## config.mk

```make
export PLATFORM = sky130hd
export DESIGN_NAME = program_space_access_mapper
export DESIGN_NICKNAME = d
export VERILOG_FILES = /design/src/psa_pkg.sv /design/src/program_space_access_mapper.sv
export SDC_FILE = /design/constraint.sdc
export NUM_CORES = 1
export LEC_CHECK = 0
export BUFFER_PORTS_ARGS = -buffer_cell sky130_fd_sc_hd__clkbuf_2
export CORE_MARGIN = 4
export CORE_UTILIZATION = 50
export CTS_CLUSTER_DIAMETER = 120
export DETAILED_ROUTE_END_ITERATION = 10
export GPL_TIMING_DRIVEN = 0
export PLACE_DENSITY_LB_ADDON = 0.2
export REMOVE_ABC_BUFFERS = 1
export SLEW_MARGIN = 20
export SYNTH_ARGS = -nofsm -noshare
export SYNTH_HDL_FRONTEND = slang
export SYNTH_SLANG_ARGS = --single-unit
```

## constraint.sdc

```tcl
create_clock -name mclk -period 3.4 [get_ports mclk]
set_input_delay 0.17 -clock mclk [delete_from_list [all_inputs] [get_ports mclk]]
set_output_delay 0.17 -clock mclk [all_outputs]
set_load 0.005 [all_outputs]
```

## src/psa_pkg.sv

```systemverilog
// Package for the program space access mapper: widths, field positions,
// access kinds, and the structs that carry the core request and the memory requests.
// Assumes a single core clock domain; no registers are memory mapped.
package psa_pkg;

  // ****************************************************************
  // Widths and field positions
  // ****************************************************************
  localparam int DATA_W      = 16;
  localparam int PROG_W      = 24;
  localparam int PAGE_W      = 8;
  localparam int CTRL_W      = 16;
  localparam int WORD_W      = 24;
  localparam int EA_TOP      = 15;
  localparam int PAGE_TOP    = 7;
  localparam int WIN_ENA_BIT = 2;
  localparam int PC_W        = 23;

  // ****************************************************************
  // Reset values and constants
  // ****************************************************************
  localparam logic [PAGE_W-1:0] TABLE_PAGE_RST  = 8'h00;
  localparam logic [PAGE_W-1:0] WINDOW_PAGE_RST = 8'h00;
  localparam logic [CTRL_W-1:0] CORE_CTRL_RST   = 16'h0000;
  localparam logic [PC_W-1:0]   PC_RST          = 23'h000000;
  localparam logic [PC_W-1:0]   PC_STEP         = 23'h000002;
  localparam logic [1:0]        EXTRA_NONE      = 2'h0;
  localparam logic [1:0]        EXTRA_ONE       = 2'h1;
  localparam logic [1:0]        EXTRA_TWO       = 2'h2;

  // ****************************************************************
  // Access kinds
  // ****************************************************************
  typedef enum logic [2:0] {
    acc_none,
    acc_data_read,
    acc_data_write,
    acc_table_read_low,
    acc_table_read_high,
    acc_table_write_low,
    acc_table_write_high
  } access_kind_t;

  // Request from the core datapath
  typedef struct packed {
    logic                valid;
    access_kind_t        kind;
    logic [DATA_W-1:0]   effective_address;
    logic                byte_mode;
    logic                plain_move;
    logic                in_repeat;
    logic                repeat_edge;
  } core_req_t;

  // Request toward program flash
  typedef struct packed {
    logic                read;
    logic                write;
    logic                config_space;
    logic [PROG_W-1:0]   address;
  } prog_req_t;

  // Request toward ordinary data memory
  typedef struct packed {
    logic                read;
    logic                write;
    logic [DATA_W-1:0]   address;
  } data_req_t;

endpackage

```

## src/program_space_access_mapper.sv

```systemverilog
// Program space access mapper: address generation and data steering between
// a 16-bit data datapath and a 24-bit program memory.
// Assumes the core holds a request valid one cycle, the flash answers with
// word data one cycle after a read, and configuration-space holes read zero.
`timescale 1ns/100ps
`default_nettype none

// Functional notes
// - Table address is table page above 16-bit effective address.
// - Table page top bit picks user or configuration space.
// - Window address is window page above effective address bits 14..1, bit 0 zero.
// - Window accesses always hit user memory, address bit 23 zero.
// - Redirect only when effective address top bit and window enable set.
// - Window covers 8000h upward; returns low 16 bits of program word.
// - Fetch and window addresses always have bit 0 zero.
// - Table accesses unaligned; address bit 0 is byte select.
// - Program counter steps by two per program word.
// - Low table read, word mode, returns program bits 15..0.
// - Low table read, byte mode, picks upper or lower low byte.
// - High table read, word mode, returns bits 23..16, upper zero.
// - High table read, byte mode, phantom byte reads as zero.
// - Configuration space takes reads only; writes are refused.
// - Window redirection suspended during any table read or write.
// - Window data reads add execution time, except non-edge repeat iterations.
// - Outside repeat: plain moves one extra cycle, others two.
// - Inside repeat: edge iterations two extra, others none.
module program_space_access_mapper #(
  parameter int DATA_W = psa_pkg::DATA_W,
  parameter int PROG_W = psa_pkg::PROG_W
) (
  input  wire logic                       mclk,
  input  wire logic                       rst,
  input  wire psa_pkg::core_req_t         core_req,
  input  wire logic                       table_page_we,
  input  wire logic [psa_pkg::PAGE_W-1:0] table_page_wdata,
  input  wire logic                       window_page_we,
  input  wire logic [psa_pkg::PAGE_W-1:0] window_page_wdata,
  input  wire logic                       core_control_we,
  input  wire logic [psa_pkg::CTRL_W-1:0] core_control_wdata,
  input  wire logic                       pc_advance,
  input  wire logic                       pc_load,
  input  wire logic [psa_pkg::PC_W-1:0]   pc_load_value,
  input  wire logic [PROG_W-1:0]          prog_rdata,
  output logic [psa_pkg::PAGE_W-1:0]      table_page_reg,
  output logic [psa_pkg::PAGE_W-1:0]      window_page_reg,
  output logic [psa_pkg::CTRL_W-1:0]      core_control_reg,
  output logic [PROG_W-1:0]               fetch_address,
  output psa_pkg::prog_req_t              prog_req,
  output psa_pkg::data_req_t              data_req,
  output logic                            table_write_refused,
  output logic [DATA_W-1:0]               read_data,
  output logic                            read_data_valid,
  output logic [1:0]                      extra_cycles
);

  // ****************************************************************
  // Helper functions
  // ****************************************************************
  function automatic logic is_table(input psa_pkg::access_kind_t k);
    case (k)
      psa_pkg::acc_table_read_low,
      psa_pkg::acc_table_read_high,
      psa_pkg::acc_table_write_low,
      psa_pkg::acc_table_write_high: begin
        is_table = 1'b1;
      end
      default: begin
        is_table = 1'b0;
      end
    endcase
  endfunction

  function automatic logic is_table_write(input psa_pkg::access_kind_t k);
    case (k)
      psa_pkg::acc_table_write_low,
      psa_pkg::acc_table_write_high: begin
        is_table_write = 1'b1;
      end
      default: begin
        is_table_write = 1'b0;
      end
    endcase
  endfunction

  function automatic logic is_table_read(input psa_pkg::access_kind_t k);
    case (k)
      psa_pkg::acc_table_read_low,
      psa_pkg::acc_table_read_high: begin
        is_table_read = 1'b1;
      end
      default: begin
        is_table_read = 1'b0;
      end
    endcase
  endfunction

  // Table address: page register above the full effective address
  function automatic logic [PROG_W-1:0] table_address(input logic [psa_pkg::PAGE_W-1:0] page,
                                                      input logic [DATA_W-1:0]         ea);
    table_address = {page, ea};
  endfunction

  // Window address: user space only, word aligned, effective address bit 15 dropped
  function automatic logic [PROG_W-1:0] window_address(input logic [psa_pkg::PAGE_W-1:0] page,
                                                       input logic [DATA_W-1:0]         ea);
    window_address = {1'b0, page, ea[psa_pkg::EA_TOP-1:1], 1'b0};
  endfunction

  // Steers a returned program word onto the data bus
  function automatic logic [DATA_W-1:0] steer(input psa_pkg::access_kind_t k,
                                              input logic byte_mode,
                                              input logic byte_sel,
                                              input logic [PROG_W-1:0] word);
    logic [7:0] hi;
    hi    = word[PROG_W-1:DATA_W];
    steer = '0;
    case (k)
      psa_pkg::acc_table_read_high: begin
        // Byte select one picks the phantom byte, which reads zero
        if (!byte_mode || !byte_sel) begin
          steer = {8'h00, hi};
        end
      end
      psa_pkg::acc_table_read_low: begin
        if (byte_mode) begin
          steer = byte_sel ? {8'h00, word[15:8]} : {8'h00, word[7:0]};
        end else begin
          steer = word[DATA_W-1:0];
        end
      end
      default: begin
        // Window reads return only the low word
        steer = word[DATA_W-1:0];
      end
    endcase
  endfunction

  // ****************************************************************
  // Page and control registers
  // ****************************************************************
  always_ff @(posedge mclk) begin
    if (rst) begin
      table_page_reg <= psa_pkg::TABLE_PAGE_RST;
    end else if (table_page_we) begin
      table_page_reg <= table_page_wdata;
    end
  end

  always_ff @(posedge mclk) begin
    if (rst) begin
      window_page_reg <= psa_pkg::WINDOW_PAGE_RST;
    end else if (window_page_we) begin
      window_page_reg <= window_page_wdata;
    end
  end

  always_ff @(posedge mclk) begin
    if (rst) begin
      core_control_reg <= psa_pkg::CORE_CTRL_RST;
    end else if (core_control_we) begin
      core_control_reg <= core_control_wdata;
    end
  end

  // ****************************************************************
  // Program counter for instruction fetch
  // ****************************************************************
  logic [psa_pkg::PC_W-1:0] pc_reg;

  always_ff @(posedge mclk) begin
    if (rst) begin
      pc_reg <= psa_pkg::PC_RST;
    end else if (pc_load) begin
      // Load wins over advance; bit 0 is dropped to keep fetches aligned
      pc_reg <= {pc_load_value[psa_pkg::PC_W-1:1], 1'b0};
    end else if (pc_advance) begin
      pc_reg <= pc_reg + psa_pkg::PC_STEP;
    end
  end

  always_ff @(posedge mclk) begin
    if (rst) begin
      fetch_address <= '0;
    end else begin
      fetch_address <= {1'b0, pc_reg[psa_pkg::PC_W-1:1], 1'b0};
    end
  end

  // ****************************************************************
  // Address decode
  // ****************************************************************
  logic                window_hit;
  logic                table_op;
  logic                config_sel;
  logic                refuse;
  logic [PROG_W-1:0]   table_addr;
  logic [PROG_W-1:0]   window_addr;
  logic                data_op;

  always_comb begin
    table_op    = core_req.valid && is_table(core_req.kind);
    data_op     = core_req.valid && ((core_req.kind == psa_pkg::acc_data_read) ||
                                     (core_req.kind == psa_pkg::acc_data_write));
    window_hit  = data_op && (core_req.kind == psa_pkg::acc_data_read) &&
                  core_req.effective_address[psa_pkg::EA_TOP] &&
                  core_control_reg[psa_pkg::WIN_ENA_BIT] && !table_op;
    config_sel  = table_page_reg[psa_pkg::PAGE_TOP];
    refuse      = table_op && config_sel && is_table_write(core_req.kind);
  end

  // Both addresses are formed every cycle; the access kind picks one
  always_comb begin
    table_addr  = table_address(table_page_reg, core_req.effective_address);
    window_addr = window_address(window_page_reg, core_req.effective_address);
  end

  // ****************************************************************
  // Requests toward program and data memory
  // ****************************************************************
  always_ff @(posedge mclk) begin
    if (rst) begin
      prog_req <= '0;
    end else begin
      prog_req.read         <= window_hit ||
                               (core_req.valid && is_table_read(core_req.kind));
      prog_req.write        <= table_op && is_table_write(core_req.kind) && !refuse;
      prog_req.config_space <= table_op && config_sel;
      prog_req.address      <= window_hit ? window_addr : (table_op ? table_addr : '0);
    end
  end

  // Window writes are not redirected: the window is read only
  always_ff @(posedge mclk) begin
    if (rst) begin
      data_req <= '0;
    end else begin
      data_req.read    <= data_op && !window_hit && (core_req.kind == psa_pkg::acc_data_read);
      data_req.write   <= data_op && (core_req.kind == psa_pkg::acc_data_write);
      data_req.address <= core_req.effective_address;
    end
  end

  // ****************************************************************
  // Refused table writes
  // ****************************************************************
  always_ff @(posedge mclk) begin
    if (rst) begin
      table_write_refused <= 1'b0;
    end else begin
      table_write_refused <= refuse;
    end
  end

  // ****************************************************************
  // Read steering: remember the pending read one cycle
  // ****************************************************************
  logic                   pend_reg;
  psa_pkg::access_kind_t  pend_kind_reg;
  logic                   pend_byte_reg;
  logic                   pend_sel_reg;

  always_ff @(posedge mclk) begin
    if (rst) begin
      pend_reg <= 1'b0;
    end else begin
      pend_reg <= window_hit || (core_req.valid && is_table_read(core_req.kind));
    end
  end

  // Window reads steer like a plain word read
  always_ff @(posedge mclk) begin
    if (rst) begin
      pend_kind_reg <= psa_pkg::acc_none;
    end else begin
      pend_kind_reg <= window_hit ? psa_pkg::acc_data_read : core_req.kind;
    end
  end

  always_ff @(posedge mclk) begin
    if (rst) begin
      pend_byte_reg <= 1'b0;
    end else begin
      pend_byte_reg <= window_hit ? 1'b0 : core_req.byte_mode;
    end
  end

  always_ff @(posedge mclk) begin
    if (rst) begin
      pend_sel_reg <= 1'b0;
    end else begin
      pend_sel_reg <= core_req.effective_address[0];
    end
  end

  // ****************************************************************
  // Read data
  // ****************************************************************
  always_ff @(posedge mclk) begin
    if (rst) begin
      read_data_valid <= 1'b0;
    end else begin
      read_data_valid <= pend_reg;
    end
  end

  // Read data holds its value until the next read completes
  always_ff @(posedge mclk) begin
    if (rst) begin
      read_data <= '0;
    end else if (pend_reg) begin
      read_data <= steer(pend_kind_reg, pend_byte_reg, pend_sel_reg, prog_rdata);
    end
  end

  // ****************************************************************
  // Extra execution cycles for window reads
  // ****************************************************************
  logic [1:0] extra_next;

  always_comb begin
    extra_next = psa_pkg::EXTRA_NONE;
    if (window_hit) begin
      if (core_req.in_repeat) begin
        extra_next = core_req.repeat_edge ? psa_pkg::EXTRA_TWO : psa_pkg::EXTRA_NONE;
      end else begin
        extra_next = core_req.plain_move ? psa_pkg::EXTRA_ONE : psa_pkg::EXTRA_TWO;
      end
    end
  end

  always_ff @(posedge mclk) begin
    if (rst) begin
      extra_cycles <= psa_pkg::EXTRA_NONE;
    end else begin
      extra_cycles <= extra_next;
    end
  end

endmodule
`default_nettype wire

```

==> qor.csv, run 1 <==
metric;value;unit
clock-skew-final;0.0105;ns
antenna_found_initial;0;
design.die.area;0.0123;sq mm
clk_pin_slew;0.06;ns
min_from;pc_load_value[22];
p_leak;3.68;nW
critical_path_required;3.85;ns
dpl.hpwl;9710;um
io_pins;231;
placed_cell_area;0.00645;sq mm
fmax;425;MHz
yosysSeqAreaShare;54.9;%
outcome;completed;
grt-ovfl-total;0;
internal_power;0.00302;W
synth-seq-cells;145;
cp_max_fo;9;
start_util;51.2;%
grt_use_total;25.9;%
hold_path_class;in -> reg;
synth.most_common_cell;dfxtp_1;
clk_path_buf_depth;2;
rows;37;
grt_max_degree;117;
io_buffers;227;
drt-initial-drc-count;369;
wirelength;15800;um
synth_warnings;0;
yosysUniqueCellTypes;52;
syn_to_final_growth;50.2;%
drv_slew;0;
cp.arrival;2.80;ns
num_vias;5083;
p_per_area;503;mW/mm^2
wl_per_cell;16.1;um
yosysTopAreaCell;dfxtp_1;
worst_slew_pin_slew;0.985;ns
rr_startpoint;core_control_reg[2];
ir_drop;0.279;mV
hold_viol_final;0;
slew-limit-headroom;33.8;%
drc_errors;0;
largest_reg_flops;26;
critPathLaunch;core_req[21];
rrSetupSlack;1.20;ns
max_cap_viol_count;0;
cts_sinks;145;
finalCritPeriodShare;69.3;%
grt_pass1_wl;26200;um
cp-start-kind;input pin;
switching_share;24.5;%
p_clk_share;43.4;%
synth.area.top_cells;dfxtp_1 (55%), nor2b_1 (7.5%), mux2i_1 (6.4%), nor2_1 (5.1%), a311oi_1 (1.8%);
cts_tree;built;
netSwitchingPower;0.000980;W
syn_inst;530;
async_flop_share;0;%
crit_path_end_kind;register;
ctsResizeCount;0;
drtPass1Iterations;5;
gp_congestion;0.866;
fp.dieW;111;um
synth_area;0.00529;sq mm
first_global_vias;5268;
nFillCells;681;
drive_above_1_share;31.6;%
synth_common_cells;dfxtp_1 (145), nor2_1 (72), nor2b_1 (63);
final_nets;945;
via_per_inst;5.17;
setup-violations-final;0;
seq_area;0.00290;sq mm
power.share.sequential;46.0;%
h-tree-depth;4;
cts_made_buffers;17;
synth.top_cell.area_share;54.9;%
syn_area_per_cell;9.98;sq um
combPwrFrac;10.5;%
fin_setup_tns;0;ns
fin_crit;2.36;ns
coreArea;0.0103;sq mm
dp.cells;858;
root_buffer;clkbuf_8;
synth_top_flop_cell;dfxtp_1;
insertion_delay;0.51;ns
final_antenna_net_count;0;
layout.cells.non_filler;984;
fin_area;0.00795;sq mm
rsz0062_at_grt;false;
critPathKind;in -> reg;
multi_input_area;0.00221;sq mm
die_y;111;um
synth_edf_count;0;
[placed cells by master, fill, tap and decap left out, types with 7 or more instances in the layout]
cell type / instances
nand3_1: 10
a22o_1: 7
a21oi_1: 16
nand4_1: 7
dfxtp_1: 145
nor2b_1: 63
dlygate4sd3_1: 93
nand2_1: 23
a22oi_1: 8
clkbuf_2: 226
a311oi_1: 11
clkbuf_16: 16
a211oi_1: 10
mux2i_1: 34
xor2_1: 10
nor2_1: 72
[per-layer routing]
layer	track usage [%]	part of all wire [%]	wire length [um]
met5	0	0	0
met4	12.5	3.4	536
met3	7.31	6.5	1030
met2	45.7	51	8040
met1	28.6	39	6200
[stage by stage]
| stage | util, % | power [W] | hold WS [ns] | setup slack [ns] |
|---|---|---|---|---|
| 2_1_floorplan | - | 0.00200 | 0.237 | 1.78 |
| 3_3_place_gp | 62.4 | 0.00219 | 0.400 | 0.382 |
| 3_5_place_dp | 62.4 | 0.00220 | 0.416 | 1.46 |
| 4_1_cts | 76.9 | 0.00401 | 0.0152 | 1.20 |
| 5_1_grt | 76.9 | 0.00415 | 0.0345 | 1.06 |
| 6_report | 77.0 | 0.00400 | 0.0418 | 1.04 |
[power by group through the flow]
stage          logic [W]  clock network, W  registers [W]
2_1_floorplan   0.000129                 0        0.00187
3_3_place_gp    0.000317                 0        0.00187
3_5_place_dp    0.000325                 0        0.00187
4_1_cts         0.000412           0.00176        0.00184
5_1_grt         0.000461           0.00184        0.00185
6_report        0.000421           0.00173        0.00184
[logic make-up (layout without fill, tap and decap cells)]
| kind of cell | Yosys count | count (layout) | synth area share [%] |
|---|---|---|---|
| other | 1 | 3 | 0.0709 |
| DFF | 145 | 145 | 54.9 |
| adders and majority gates | 1 | 1 | 0.236 |
| AOI/OAI and AO/OA | 74 | 74 | 10.0 |
| xor gates and xnor gates | 14 | 14 | 2.32 |
| muxes | 34 | 34 | 6.43 |
| and+or+nand+nor | 219 | 219 | 22.5 |
| buffers and inverters | 42 | 358 | 3.50 |
[critical path: stages]
cell           delay (ns)
dlygate4sd3_1        0.57
clkbuf_2             0.17
nand2b_1             0.21
nor4_2               0.82
and3b_1              0.28
dlygate4sd3_1        0.58
[repair_timing]
action                                 CTS  global route
endpoints found under the hold margin   97             0
buffers inserted                         0             0
hold buffers                            93             0
[path summary, 6_finish.rpt]
| check | endpoint | cells past startpoint |
|---|---|---|
| worst max register to register | extra_cycles[0] | 4 |
| worst max-delay path | extra_cycles[0] | 6 |
| worst min register to register | prog_req[25] | 1 |
| worst min-delay path | pc_reg[22] | 4 |
[cell type report]
| class | instances | share of cell area [%] |
|---|---|---|
| antenna | 1 | 0.0315 |
| clock buffer | 19 | 5.43 |
| clock inverter | 13 | 1.64 |
| inverter | 6 | 0.283 |
| multi-input combinational | 344 | 27.8 |
| sequential | 145 | 36.5 |
| tap | 136 | 2.14 |
| timing repair buffer | 320 | 26.1 |
No activity file was read; power rests on OpenSTA's default activity.
==> inputs of run 2 (changes only) <==
--- a/config.mk
+++ b/config.mk
@@ -5,9 +5,10 @@
 export SDC_FILE = /design/constraint.sdc
 export NUM_CORES = 1
 export LEC_CHECK = 0
+export ABC_AREA = 1
 export BUFFER_PORTS_ARGS = -buffer_cell sky130_fd_sc_hd__clkbuf_2
 export CORE_MARGIN = 4
-export CORE_UTILIZATION = 50
+export CORE_UTILIZATION = 48
 export CTS_CLUSTER_DIAMETER = 120
 export DETAILED_ROUTE_END_ITERATION = 10
 export GPL_TIMING_DRIVEN = 0
==> constraint.sdc (replaced) <==
create_clock -name mclk -period 2.25 [get_ports mclk]
set_input_delay 0.1125 -clock mclk [delete_from_list [all_inputs] [get_ports mclk]]
set_output_delay 0.1125 -clock mclk [all_outputs]
set_load 0.005 [all_outputs]
==> run 2 against run 1 <==
Setup slack worse by 0.87 ns. Via count rose by 16%. Hold slack worse by 0.026 ns. First-iteration DRC count increased by 53%. Count of clock-buffer cells in the layout rose by 2. Global-route usage increased by 0.13 points. Core utilization fell by 2.2 points. Non-clock buffer count decreased by 3. Largest power group is now the clock network. Highest routed layer unchanged.
==> qor.csv, run 2 <==
metric;value;unit;change
outcome;completed;;
die_y;115;um;+3.5%
synth_warnings;0;;unchanged
wirelength;17200;um;+8.7%
syn_to_final_growth;50.1;%;about the same
synth.area.top_cells;dfxtp_1 (53%), nor2_1 (8.5%), nand2_1 (6.7%), o21ai_0 (5.6%), nand3_1 (4.2%);;
synth.top_cell.area_share;53.1;%;-1.8 points
rows;38;;+2.7%
utilization;74.8;%;-2.2 points
layout_commonest_cell;clkbuf_2;;
io_buffers;227;;unchanged
via_per_inst;5.16;;about the same
async_flop_share;0;%;unchanged
gp_congestion;0.882;;+1.8%
ctsResizeCount;0;;unchanged
rrSetupSlack;0.17;ns;-1.03 ns
finalCritPeriodShare;92.3;%;
hold_path_class;in -> reg;;
cp_max_fo;31;;+22
crit_path_end_kind;register;;
design.die.area;0.0132;sq mm;+7.2%
r2r_cells;4;;unchanged
cts_made_buffers;17;;unchanged
num_vias;5889;;+16%
critPathKind;reg -> reg;;
synth_edf_count;0;;unchanged
clk_path_buf_depth;2;;unchanged
grt_pass1_wl;27400;um;+4.7%
r2r_end;read_data[1];;
fin_setup_tns;0;ns;unchanged
grt_max_degree;58;;-50%
first_global_vias;5741;;+9.0%
io_pins;231;;unchanged
synth-seq-cells;145;;unchanged
synth_top_flop_cell;dfxtp_1;;
largest_reg_flops;26;;unchanged
final_cell_mix;clkbuf_2 (226), dfxtp_1 (145), nor2_1 (124), nand2_1 (97), dlygate4sd3_1 (88);;
syn_area_per_cell;8.00;sq um;-20%
min_from;pc_load_value[10];;
yosysTopAreaCell;dfxtp_1;;
yosysSeqAreaShare;53.1;%;-1.8 points
layout_setup_ws;0.173;ns;-0.871 ns
holdBufCountCts;88;;-5.4%
ir_drop;0.606;mV;+120%
cts_sinks;145;;unchanged
p_per_area;798;mW/mm^2;+59%
root_buffer;clkbuf_16;;
wl_per_cell;15.1;um;-6.3%
drt-initial-drc-count;563;;+53%
slew-limit-headroom;40.0;%;+6.2 points
cp-start-kind;register;;
diodes;0;;-1
drive_above_1_share;28.7;%;-3.0 points
critical_path_required;2.55;ns;-1.30 ns
grt_use_total;26.0;%;+0.13 points
drv_slew;0;;unchanged
setup-violations-final;0;;unchanged
worst_slew_pin_slew;0.898;ns;-0.0862 ns
clock-skew-final;0.00910;ns;-0.00135 ns
dpl.hpwl;11100;um;+14%
fp.dieW;115;um;+3.5%
drtPass1Iterations;5;;unchanged
clk_pin_slew;0.05;ns;about the same
hold_viol_final;0;;unchanged
coreArea;0.0110;sq mm;+6.4%
yosysUniqueCellTypes;36;;-31%
drc_errors;0;;unchanged
endpoint;read_data[1];;
final_nets;1100;;+16%
fmax;481;MHz;
rr_startpoint;pend_reg;;
critPathLaunch;pend_reg;;
dpl_worst_slack;0.328;ns;-1.13 ns
cp.arrival;2.37;ns;-0.43 ns
synth_common_cells;dfxtp_1 (145), nor2_1 (124), nand2_1 (97);;
max_cap_viol_count;0;;unchanged
rsz0062_at_grt;false;;
synth.most_common_cell;dfxtp_1;;
h-tree-depth;4;;unchanged
syn_inst;684;;+29%
post_cts.repair.setup_buffers;0;;unchanged
fin_crit;2.08;ns;
nFillCells;767;;+13%
start_util;49.8;%;-1.4 points
p_leak;3.88;nW;+5.4%
insertion_delay;0.42;ns;-0.09 ns
grt-ovfl-total;0;;unchanged
synth_area;0.00547;sq mm;+3.4%
final_antenna_net_count;0;;unchanged
antenna_found_initial;0;;unchanged
cts_tree;built;;
whs;0.0156;ns;-0.0261 ns
power;0.00655;W;+64%
[run 2: cell count changes after synthesis, moves of 7 or more]
cell | previous run | this run
nor2_1 | 72 | 124
nand2_1 | 23 | 97
a22o_1 | 7 | 0
a21oi_1 | 17 | 40
a211oi_1 | 10 | 0
nand3_1 | 10 | 46
inv_1 | 6 | 59
o21ai_0 | 4 | 61
nor2b_1 | 63 | 0
mux2i_1 | 34 | 0
xor2_1 | 10 | 3
a311oi_1 | 11 | 0
nor3_2 | 0 | 10
[run 2: power breakdown]
group	switching, W	internal [W]
registers	0.0000911	0.00270
logic	0.000347	0.000333
clock network	0.00104	0.00204
[run 2: layer usage]
layer | GRT usage [%] | up-vias | wire [um]
li1 | - | 2835 | -
met1 | 30.7 | 2672 | 6730
met2 | 44.2 | 335 | 8330
met3 | 6.68 | 47 | 1580
met4 | 12.8 | 0 | 547
met5 | 0 | - | 0
[run 2: worst min path at each step]
| stage | endpoint | cells past startpoint |
|---|---|---|
| final | pc_reg[10] | 3 |
| after CTS | read_data[2] | 3 |
| after global routing | pc_reg[12] | 3 |
| after global placement | extra_cycles[0] | 2 |
| after detailed placement | extra_cycles[0] | 2 |
| after floorplan | pc_reg[10] | 1 |
[run 2: final cells by class]
class | instances | area [sq um] | area share [%]
tap | 140 | 175 | 2.13
inverter | 65 | 244 | 2.97
clock inverter | 10 | 181 | 2.21
sequential | 145 | 2900 | 35.3
clock buffer | 21 | 470 | 5.73
multi-input combinational | 443 | 2160 | 26.4
timing repair buffer | 317 | 2070 | 25.3
[run 2: worst max-delay path: stages, from the launching register on]
cell           delay (ns)
dfxtp_1              0.90
inv_1                0.23
a21oi_1              0.18
a31oi_1              0.09
dlygate4sd3_1        0.57
[run 2: cell families (layout without fill, tap and decap cells)]
group,count (synthesis),count (layout),share of synthesized area [%]
and+or+nand+nor,308,308,25.7
other,1,2,0.0685
adders and majority gates,1,1,0.229
DFF,145,145,53.1
AOI/OAI and AO/OA,129,129,13.0
xor gates and xnor gates,3,3,0.480
buffers and inverters,97,413,7.45
[run 2: through the flow]
| stage | cells | area (sq um) |
|---|---|---|
| 2_1_floorplan | 653 | 5310 |
| 3_3_place_gp | 1020 | 6620 |
| 3_5_place_dp | 1022 | 6680 |
| 4_1_cts | 1141 | 8210 |
| 5_1_grt | 1141 | 8210 |
| 6_report | 1141 | 8210 |
==> inputs of run 3 (changes only) <==
--- a/config.mk
+++ b/config.mk
@@ -7,8 +7,9 @@
 export LEC_CHECK = 0
 export ABC_AREA = 1
 export BUFFER_PORTS_ARGS = -buffer_cell sky130_fd_sc_hd__clkbuf_2
+export CORE_ASPECT_RATIO = 0.6
 export CORE_MARGIN = 4
-export CORE_UTILIZATION = 48
+export CORE_UTILIZATION = 50
 export CTS_CLUSTER_DIAMETER = 120
 export DETAILED_ROUTE_END_ITERATION = 10
 export GPL_TIMING_DRIVEN = 0
==> constraint.sdc (replaced) <==
create_clock -name mclk -period 2.6 [get_ports mclk]
set_input_delay 0.13 -clock mclk [delete_from_list [all_inputs] [get_ports mclk]]
set_output_delay 0.13 -clock mclk [all_outputs]
set_load 0.005 [all_outputs]
==> run 3 against run 2 <==
Cell count down 2.0%. Setup slack improved by 0.45 ns. First-iteration DRC count fell by 16%. Register-to-register slack better by 0.76 ns. Clock power down 21%. Critical endpoint is now extra_cycles[1]. Largest power group unchanged.
==> qor.csv, run 3 (same netlist as run 2, synthesis figures left out) <==
metric;value;unit;change
multi_input_area;0.00216;sq mm;unchanged
routedLengthMet1;7000;um;+4.1%
drc_errors;0;;unchanged
clk_path_buf_depth;2;;unchanged
io_pins;231;;unchanged
nFillCells;752;;-2.0%
final_antenna_net_count;0;;unchanged
coreArea;0.0106;sq mm;-3.2%
design.die.area;0.0127;sq mm;-3.3%
hold_path_class;in -> reg;;
syn_to_final_growth;44.5;%;
grt_max_degree;61;;+5.2%
layout.cells.non_filler;1118;;-2.0%
num_vias;5736;;-2.6%
clock-skew-final;0.00955;ns;+0.000448 ns
root_buffer;clkbuf_16;;
routed-wl-met3;1670;um;+5.7%
critical_path_required;2.95;ns;+0.40 ns
wl_per_cell;15.3;um;+1.9%
fp.dieW;143;um;+25%
slew-limit-headroom;39.2;%;-0.82 points
final_nets;1076;;-2.2%
wl_met2;8180;um;-1.8%
min_path_cells;3;;unchanged
crit_family;buffers and inverters;;
insertion_delay;0.40;ns;-0.02 ns
grt_pass1_wl;27100;um;-1.1%
cp.arrival;2.33;ns;-0.04 ns
dpl.hpwl;11700;um;+5.0%
placed_cell_area;0.00667;sq mm;-0.13%
fin_crit;1.98;ns;
post_cts.repair.setup_buffers;0;;unchanged
drive_above_1_share;29.6;%;+0.88 points
h-tree-depth;4;;unchanged
highest_layer;met4;;
crit_slowest_cell;dlygate4sd3_1;;
p_per_area;683;mW/mm^2;-14%
crit_path_end_kind;register;;
p_leak;3.72;nW;-4.2%
cp-start-kind;input pin;;
r2r_cells;8;;+4
seq_area;0.00290;sq mm;unchanged
drt-initial-drc-count;472;;-16%
dp.cells;1021;;-0.098%
die_y;89.0;um;-22%
wirelength;17200;um;-0.11%
io_buffers;227;;unchanged
antenna_found_initial;1;;+1
finalCritPeriodShare;76.1;%;
final_cell_mix;clkbuf_2 (226), dfxtp_1 (145), nor2_1 (124), nand2_1 (97), dlygate4sd3_1 (64);;
fmax;506;MHz;
setup-violations-final;0;;unchanged
cts_sinks;145;;unchanged
start_util;51.5;%;+1.6 points
first_global_vias;5608;;-2.3%
via_per_inst;5.13;;-0.59%
critPathBufInv;4;;+2
worstPathCellList;dlygate4sd3_1, clkbuf_2, inv_1, nand2_1, nor3_2, nand2_2, nor2_8, nand2_1, a21oi_1, dlygate4sd3_1;;
cts_made_buffers;17;;unchanged
cp_max_fo;10;;-68%
drv_slew;0;;unchanged
crit_path_max_incr_delay;0.56;ns;-0.34 ns
rows;29;;-24%
ir_drop;0.546;mV;-9.9%
outcome;completed;;
crit_cells;10;;+6
clk_pin_slew;0.06;ns;about the same
max_cap_viol_count;0;;unchanged
critPathKind;in -> reg;;
rsz0062_at_grt;false;;
power;0.00540;W;-18%
hold_viol_final;0;;unchanged
layout_commonest_cell;clkbuf_2;;
grt-ovfl-total;0;;unchanged
largest_reg_flops;26;;unchanged
cts_tree;built;;
worst_slew_pin_slew;0.911;ns;+0.0123 ns
drtPass1Iterations;6;;+1
gp_congestion;0.879;;-0.31%
grt_use_total;26.7;%;+0.62 points
whs;0.00599;ns;-0.00965 ns
fin_area;0.00791;sq mm;-3.7%
-- run 3: cell count changes in the layout (fill, tap and decap cells not counted), sizes merged --
| cell | change |
|---|---|
| clkinv | -1 |
| dlygate4sd3 | -24 |
| bufinv | -3 |
| clkinvlp | +3 |
| inv | +5 |
| diode | +1 |
| clkbuf | -3 |
-- run 3: what timing repair did --
| action | 4_1_cts | 5_1_grt |
|---|---|---|
| hold endpoints to repair | 74 | 0 |
| hold buffers | 64 | 0 |
| resized for setup | 0 | 0 |
-- run 3: path summary, 6_finish.rpt --
kind	start	endpoint	slack (ns)
max	core_req[22]	extra_cycles[1]	0.62
min reg2reg	pc_reg[22]	fetch_address[22]	0.47
min	core_req[13]	data_req[9]	0.006
max reg2reg	pc_reg[2]	pc_reg[17]	0.93
-- run 3: where the power goes --
group	total [W]	internal [W]	leakage, nW	switching (W)
Clock	0.00243	0.00145	0.280	0.000973
Combinational	0.000562	0.000265	2.25	0.000298
Sequential	0.00241	0.00234	1.19	0.0000772
Total	0.00540	0.00405	3.72	0.00135
-- run 3: final cells by class --
class	count	area share, %
inverter	65	3.09
clock inverter	14	1.93
sequential	145	36.7
antenna	1	0.0317
multi-input combinational	443	27.4
timing repair buffer	293	23.1
clock buffer	18	5.55
tap	139	2.20
-- run 3: metrics by stage --
stage	utilization [%]	setup slack, ns	TNS [ns]
6_report	74.4	0.622	0
5_1_grt	74.4	0.542	0
4_1_cts	74.3	0.650	0
3_5_place_dp	62.8	0.607	0
3_3_place_gp	62.3	-0.968	-39.64
2_1_floorplan	-	1.29	0
-- run 3: tightest hold or removal path, cell delays in order --
cell and delay, ns:
clkbuf_2 0.09, inv_1 0.06, nor2_1 0.08
-- run 3: layer usage --
metal | vias up | GRT usage, %
li1 | 2785 | -
met1 | 2611 | 32.9
met2 | 311 | 46.3
met3 | 29 | 6.73
met4 | 0 | 8.89
met5 | - | 0
